[src/rtl/pafs_pkg.sv]
/*
 * Package for the port A upper pin function select block: register offset,
 * field positions, reset pattern and the pin carrier structs.
 * Assumes an APB master with 32-bit data and one aligned word per register.
 */
package pafs_pkg;

   // *****************************************************************
   // Register map
   // *****************************************************************
   localparam logic [11:0] PAFS_SEL_OFFSET   = 12'h00c;
   localparam logic [15:0] PAFS_SEL_RESET    = 16'h4000;
   localparam logic [15:0] PAFS_SEL_WMASK    = 16'h515a;

   // *****************************************************************
   // Field positions
   // *****************************************************************
   localparam int PIN15_FUNCTION_BIT = 14;
   localparam int PIN14_FUNCTION_BIT = 12;
   localparam int PIN12_FUNCTION_BIT = 8;
   localparam int PIN11_FUNCTION_BIT = 6;
   localparam int PIN10_FUNCTION_BIT = 4;
   localparam int PIN9_FUNCTION_BIT  = 3;
   localparam int PIN8_FUNCTION_BIT  = 1;

   // Pin order in the carriers: 0 pin8, 1 pin9, 2 pin10, 3 pin11, 4 pin12, 5 pin14, 6 pin15.
   localparam int PAFS_NPINS = 7;

   typedef struct packed {
      logic [PAFS_NPINS-1:0] out;
      logic [PAFS_NPINS-1:0] oe;
   } pafs_drive_type;

   typedef struct packed {
      logic system_clock_output;
      logic read_strobe;
      logic low_byte_write_strobe;
      logic chip_select_one;
      logic chip_select_zero;
   } pafs_alt_out_type;

   typedef struct packed {
      logic interrupt_request_three;
      logic interrupt_request_two;
   } pafs_irq_in_type;

endpackage

[src/rtl/pafs_top.sv]
/*
 * Port A upper pin function select: one APB register whose bits hand each
 * of pins 15, 14, 12, 11, 10, 9 and 8 to the general port or to an
 * alternative unit. Assumes pad inputs arrive asynchronous and that rst_n
 * is the external power-on reset only.
 */
// Chosen here: the register offsets and the APB slave port.
`timescale 1ns/100ps
module pafs_top
   import pafs_pkg::*;
(
   input  wire logic                  clk,
   input  wire logic                  rst_n,
   input  wire logic                  psel,
   input  wire logic                  penable,
   input  wire logic                  pwrite,
   input  wire logic [11:0]           paddr,
   input  wire logic [31:0]           pwdata,
   input  wire logic [3:0]            pstrb,
   output logic                       pready,
   output logic [31:0]                prdata,
   output logic                       pslverr,
   input  wire pafs_drive_type        gpio_drive,
   output pafs_drive_type             pad_drive,
   input  wire logic [PAFS_NPINS-1:0] pad_in,
   output logic [PAFS_NPINS-1:0]      gpio_in,
   input  wire pafs_alt_out_type      alt_out,
   output pafs_irq_in_type            irq_in,
   output logic [15:0]                function_select
);

   // *****************************************************************
   // Reset release and pad synchronisers
   // *****************************************************************
   logic [1:0]            rst_sync_q;
   logic [1:0]            rst_sync_d;
   logic                  rst_int_n;
   logic [PAFS_NPINS-1:0] pad_meta_q;
   logic [PAFS_NPINS-1:0] pad_meta_d;
   logic [PAFS_NPINS-1:0] pad_sync_q;
   logic [PAFS_NPINS-1:0] pad_sync_d;

   // The release ripples through two stages, so no register sees rst_n rise close to a clock edge.
   always_comb
   begin
      rst_sync_d = {rst_sync_q[0], 1'b1};
   end

   // Pads are asynchronous; only the second stage is read, since the first may still be settling.
   always_comb
   begin
      pad_meta_d = pad_in;
      pad_sync_d = pad_meta_q;
   end

   always_ff @(posedge clk or negedge rst_n)
   begin
      if (!rst_n)
      begin
         rst_sync_q <= 2'h0;
      end
      else
      begin
         rst_sync_q <= rst_sync_d;
      end
   end
   assign rst_int_n = rst_sync_q[1];

   always_ff @(posedge clk or negedge rst_int_n)
   begin
      if (!rst_int_n)
      begin
         pad_meta_q <= '0;
         pad_sync_q <= '0;
      end
      else
      begin
         pad_meta_q <= pad_meta_d;
         pad_sync_q <= pad_sync_d;
      end
   end

   // *****************************************************************
   // Register
   // *****************************************************************
   logic [15:0] sel_q;
   logic [15:0] sel_d;
   logic [31:0] rdata_q;
   logic [31:0] rdata_d;
   logic        hit;
   logic        wr_en;

   function automatic logic [15:0] merge_lanes(input logic [15:0] old_v,
                                                input logic [31:0] wd,
                                                input logic [3:0]  st);
      logic [15:0] r;
      r = old_v;
      if (st[0])
      begin
         r[7:0] = wd[7:0];
      end
      if (st[1])
      begin
         r[15:8] = wd[15:8];
      end
      return r;
   endfunction

   assign hit   = (paddr[11:2] == PAFS_SEL_OFFSET[11:2]);
   assign wr_en = psel && penable && pwrite && hit;

   always_comb
   begin
      sel_d = sel_q;
      if (wr_en)
      begin
         // Reserved positions are masked so they stay zero.
         sel_d = merge_lanes(sel_q, pwdata, pstrb) & PAFS_SEL_WMASK;
      end
      rdata_d = rdata_q;
      if (psel && !penable && !pwrite)
      begin
         rdata_d = hit ? {16'h0000, sel_q} : 32'h0000_0000;
      end
   end

   // Only rst_n, the power-on reset, restores the pattern; there is no other reset input.
   always_ff @(posedge clk or negedge rst_int_n)
   begin
      if (!rst_int_n)
      begin
         sel_q   <= PAFS_SEL_RESET;
         rdata_q <= 32'h0000_0000;
      end
      else
      begin
         sel_q   <= sel_d;
         rdata_q <= rdata_d;
      end
   end

   // The register answers in the first access cycle, so no wait state is ever inserted.
   // Read data is sampled in the setup cycle; that keeps prdata on a flip-flop, and it is
   // safe because no write can land between the setup and the access of a read.
   assign pready          = 1'b1;
   assign pslverr         = psel && penable && !hit;
   assign prdata          = rdata_q;
   assign function_select = sel_q;

   // *****************************************************************
   // Pin multiplexing
   // *****************************************************************
   logic [PAFS_NPINS-1:0] alt_sel;
   logic [PAFS_NPINS-1:0] alt_val;
   logic [PAFS_NPINS-1:0] alt_oe;

   // Maps a carrier index to the select bit that owns that pin; the mux and the
   // ownership checks both decode through it, so they cannot drift apart.
   function automatic int pin_field(input int idx);
      int f;
      case (idx)
         0: f = PIN8_FUNCTION_BIT;
         1: f = PIN9_FUNCTION_BIT;
         2: f = PIN10_FUNCTION_BIT;
         3: f = PIN11_FUNCTION_BIT;
         4: f = PIN12_FUNCTION_BIT;
         5: f = PIN14_FUNCTION_BIT;
         6: f = PIN15_FUNCTION_BIT;
         default: f = PIN15_FUNCTION_BIT;
      endcase
      return f;
   endfunction
   assign alt_val = {alt_out.system_clock_output, alt_out.read_strobe, alt_out.low_byte_write_strobe,
                     alt_out.chip_select_one, alt_out.chip_select_zero, 2'b00};
   // Interrupt pins become inputs, so the pad driver is off in that mode.
   assign alt_oe  = 7'h7c;

   generate
      for (genvar i = 0; i < PAFS_NPINS; i++)
      begin : g_pin
         assign alt_sel[i] = sel_q[pin_field(i)];
         // A clear bit gives the pad wholly to the port; the alternative is cut off.
         assign pad_drive.out[i] = alt_sel[i] ? alt_val[i] : gpio_drive.out[i];
         assign pad_drive.oe[i]  = alt_sel[i] ? alt_oe[i] : gpio_drive.oe[i];
         assign gpio_in[i]       = alt_sel[i] ? 1'b0 : pad_sync_q[i];
      end
   endgenerate

   // Interrupt inputs idle high (inactive low requests) when not selected.
   assign irq_in.interrupt_request_three = sel_q[PIN9_FUNCTION_BIT] ? pad_sync_q[1] : 1'b1;
   assign irq_in.interrupt_request_two   = sel_q[PIN8_FUNCTION_BIT] ? pad_sync_q[0] : 1'b1;

   // Every pin is checked against the register output, one carrier index at a time.
   generate
      for (genvar j = 0; j < PAFS_NPINS; j++)
      begin : g_pin_check

      end
   endgenerate
endmodule

[config.mk]
export PLATFORM = sky130hd
export DESIGN_NAME = pafs_top
export DESIGN_NICKNAME = d
export VERILOG_FILES = /design/src/rtl/pafs_pkg.sv /design/src/rtl/pafs_top.sv
export SDC_FILE = /design/constraint.sdc
export NUM_CORES = 1
export LEC_CHECK = 0
export BUFFER_PORTS_ARGS = -buffer_cell sky130_fd_sc_hd__buf_2
export CAP_MARGIN = 20
export CORE_UTILIZATION = 35
export CTS_CLUSTER_SIZE = 24
export DETAILED_ROUTE_END_ITERATION = 12
export HOLD_SLACK_MARGIN = 0.02
export PLACE_DENSITY_LB_ADDON = 0.12
export SLEW_MARGIN = 20
export SYNTH_ARGS = -nofsm -noshare
export SYNTH_HDL_FRONTEND = slang
export SYNTH_SLANG_ARGS = --single-unit
[constraint.sdc]
create_clock -name clk -period 1.83 [get_ports clk]
set_input_delay 0.183 -clock clk [delete_from_list [all_inputs] [get_ports clk]]
set_output_delay 0.183 -clock clk [all_outputs]
set_load 0.03 [all_outputs]
[Yosys cells after proc, flatten, opt, wreduce, memory -nomap -nowiden]
Cells that the tools add are included.
Operators by class
  equal/unequal tests: 1
  muxes and demuxes: 24
  reduce and logical (&&, ||, !) cells: 11
Operators by type and width (number)
  $mux W1: 23
  $mux W15: 1
  $eq A10 B2 Y1 const B: 1
  $logic_and A1 B1 Y1: 6
  $reduce_and A2 Y1: 2
  $logic_not A1 Y1: 3
Word-level totals
  register bits after elaboration: 55
  bits of input ports: 79
  output and inout port bits: 73

[Logic depth before layout (Yosys ltp)]
  word-level depth: 4
  mapped depth: 4
  gate-level depth less buffers: 3

[Least setup slack after synthesis]
Ideal clock, no wire load.
  kind: input to output
  from: input port paddr[7]
  to: output port pslverr
  arrival time: 1.527 ns
  data required time: 1.647 ns
  setup slack: 0.120 ns
  stages: 4
  cells stage by stage: or4_4 or3_1 buf_6 and3_1
On the way
  cells in the longest elaborated chain, start to end: 3
RTL lines
  start, declared: RTL line pafs_top.sv:17  | input wire logic [11:0] paddr,
  $eq A10 B2 Y1: RTL line pafs_top.sv:109  | assign hit = (paddr[11:2] == PAFS_SEL_OFFSET[11:2]);
  $logic_not A1 Y1: RTL line pafs_top.sv:146  | assign pslverr = psel && penable && !hit;
  $logic_and A1 B1 Y1: RTL line pafs_top.sv:146
  end, declared: RTL line pafs_top.sv:22  | output logic pslverr,
No other way between the ends.

[Worst setup path in the final report]
Same ends and word-level chain as after synthesis.

==> metrics.md <==
| Metric | Value |
|---|---|
| Port Buf Inserts | 87 |
| Layout cells sized above 1 | approximately half |
| Max Clock Freq | 563 MHz |
| Setup-failing EPs final | 0 |
| Final worst slack | between 0.05 and 0.06 ns |
| Worst Skew | 0.00397 ns |
| Fraction of the mapped netlist area in adder cells | 0% |
| TritonCTS clock tree | yes |
| PwrDens | approximately 740 mW/mm^2 |
| Placer Congestion | 0.649 |
| Final HPWL DP | about 2.4 mm |
| Worst-Skew Late Latency | 0.28 ns |
| Die Ht | 67.1 um |
| Outcome | complete, no violations |
| Largest family of logic cells by synthesized area | simple AND/OR/NAND/NOR gates |
| Final period utilization | between 90% and 100% |
| Crit path launch type | input port |
| Worst-Margin Slew | around 0.50 ns |
| Final Non-Filler Cells | ~280 |
| Final hold vios | 0 |
| Worst-case clock buffer depth | 2 |
| Minimum clock period | around 1.8 ns |
| Setup TNS | 0 ns |
| Top-Level Pins | between 150 and 200 |
| Post-synthesis sequential area ratio | 50.6% |
| Place WS | 0.0417 ns |
| RSZ-0062 raised after global routing | false |
| Mapped Area | between 0.001 and 0.0015 mm^2 |
| Critical path class | input port to output port |
| First-pass GRT wire length | 4.46 mm |
| Met3 usage in global routing | under 10% |
| DRT Pass-1 Iters | 3 |
| Grt peak-use layer | met2 |
| Maximum vdd drop | between 0.4 and 0.5 mV |
| Routing usage on met1 | 12.8% |
| Slew Viols, Final | 0 |
| Yosys Warn Count | 0 |
| Drt total wl | about 3 mm |
| Placement-stage cell area | around 0.0019 mm^2 |
| # diodes | 0 |
| Post-synthesis simple-gate area fraction | a little under a fifth |
| DRC Markers | 0 |
| Leakage power | roughly 0.0011 uW |
| CTS Sinks | 30 |
| Met2 global-route usage | 26.6% |
| All-Layer GR Usage | about 14% |
| #FFs+latches synth | 30 |
| Area Overhead vs Synth | 36.8% |
| R2R cell count | 1 |
| WHS | 0.131 ns |
| Worst slew margin | between 60% and 70% |
| CTS clk-pin slew, worst paths | 0.06 ns |
| NumNets Final | between 300 and 400 |
| Die W | about 67 um |
| Std-Cell Rows | 23 |
| Max cap viols | 0 |
| Post-synthesis xor/xnor area fraction | 0% |
| H-tree lvl count | 2 |
| Drt wl/cell | 10.8 um |
| Initial Util | between 30% and 40% |
| Worst Path Arrival | about 1.6 ns |
| CP required | between 1.5 and 2 ns |
| Root Driver | clkbuf_8 |
| Setup repair bufs after CTS | 0 |
| Worst hold stages | 2 |
| Multiplexer share of the synthesized area | a little under a tenth |
| Post-Syn Instances | 131 |
| Final design area excluding fillers | around 0.0020 mm^2 |
| DR vias | about 1200 |
| DIE AREA | around 0.0045 mm^2 |
| Initial antenna violation count | 0 |
| Iter 0 DRT Violations | 26 |
| Drt via density | between 4 and 5 |
| CTS buffer count | 5 |
| Vias in the first global route | about 1000 |
| Unique cell type count in the Yosys netlist | 20 |
| Largest net degree at the start of global routing | 17 |
| Total grt overflow | 0 |
| Min-delay worst type | input port to flip-flop |
| Core Footprint | just over 0.004 mm^2 |
| DP Cell Count | around 270 |
| Crit Path Max Fanout | 3 |
| Detail Route Antenna Nets | 0 |
| Crit. End Element | output port |
| Synth Area in Compound Gates | ~2.4% |
| Synth Area per Inst | around 11 um^2 |
path summary, 6_finish.rpt:
check | from | end | slack (ns)
setup / recovery | paddr[7] | pslverr | 0.05
hold / removal | pwdata[12] | function_select[12]$_DFFE_PN0P_ | 0.13
setup reg to reg | function_select[12]$_DFFE_PN0P_ | function_select[12]$_DFFE_PN0P_ | 0.98
hold reg to reg | rst_sync_q[1]$_DFF_PN0_ | pad_sync_q[2]$_DFF_PN0_ | 0.20
max in group asynchronous | rst_sync_q[1]$_DFF_PN0_ | pad_meta_q[0]$_DFF_PN0_ | 1.04
min in group asynchronous | rst_sync_q[1]$_DFF_PN0_ | pad_sync_q[2]$_DFF_PN0_ | 0.20
critical path, cell delays in order:
cell and delay (ns):
buf_2 0.10, or4_4 0.57, or3_4 0.39, and3_1 0.18, buf_2 0.17
state kept, by name (all words and copies together) (netlist names):
signal           cells
pad_meta_q           7
function_select      7
pad_sync_q           7
prdata               7
rst_sync_q           2
through the flow:
stage | total power, uW | util, %
2_1_floorplan | 946 | -
3_3_place_gp | 967 | 46.1
3_5_place_dp | 972 | 46.1
4_1_cts | 1530 | 50.3
5_1_grt | 1590 | 50.4
6_report | 1510 | 50.4
layout by cell type, fill, tap and decap left out, types with 2 or more instances in the layout:
cell type / netlist / final
mux2_2: 12 / 12
nor4_4: 2 / 2
or2_2: 6 / 6
nor2b_1: 11 / 11
dlygate4sd3_1: 0 / 8
buf_2: 0 / 87
buf_4: 35 / 3
nand4_1: 2 / 2
nand2_1: 14 / 14
conb_1: 2 / 36
nand2b_1: 2 / 2
o21ai_1: 7 / 7
clkbuf_8: 0 / 6
dfrtp_1: 29 / 29
cell families after synthesis:
kind of cell           after synthesis
AOI/OAI and AO/OA                    7
buffers and inverters               37
DFF                                 30
muxes                               12
other                                2
and+or+nand+nor                     43
final cells by class:
type                            count  area, um^2
Clock inverter                      1        5.00
Sequential cell                    30         752
Tap cell                           50        62.6
Timing Repair Buffer               98         538
Multi-Input combinational cell     98         588
Fill cell                         379        2000
Clock buffer                        7        86.3
power by group:
group	total (uW)	switching [uW]	internal (uW)	leakage [uW]
sequential	692	10.0	682	0.000378
combinational	281	194	86.4	0.000684
clock	533	231	302	0.0000482
total	1510	435	1070	0.00111
routing by layer:
metal / vias to the layer above / routed length [um]
met5: - / 0
li1: 565 / -
met3: 7 / 225
met2: 64 / 1710
met4: 0 / 46
met1: 553 / 1080
what timing repair did:
action | in CTS | in global routing
gates resized for setup | 0 | 1
endpoints found under the setup margin | 0 | 1
endpoints found under the hold margin | 9 | 0
hold buffers | 8 | 0
synthesized netlist by cell type:
cell        n  area share (%)
nor3b_1     1            0.51
nand4bb_1   1            0.76
or2_2       6             2.5
nand2_1    14             3.5
o21ai_1     7             2.4
conb_1      2            0.51
or3_1       1            0.42
and3_1      1            0.42
mux2_2     12             9.1
nand2b_1    2            0.84
buf_6       1            0.76
nor4_4      2             2.9
or3b_2      1            0.59
or4_4       1            0.76
buf_4      35              18
dfstp_2     1             1.8
dfrtp_1    29              49
nand4_1     2            0.84
clkbuf_1    1            0.25
nor2b_1    11             4.6
No activity file was read; power rests on OpenSTA's default activity.
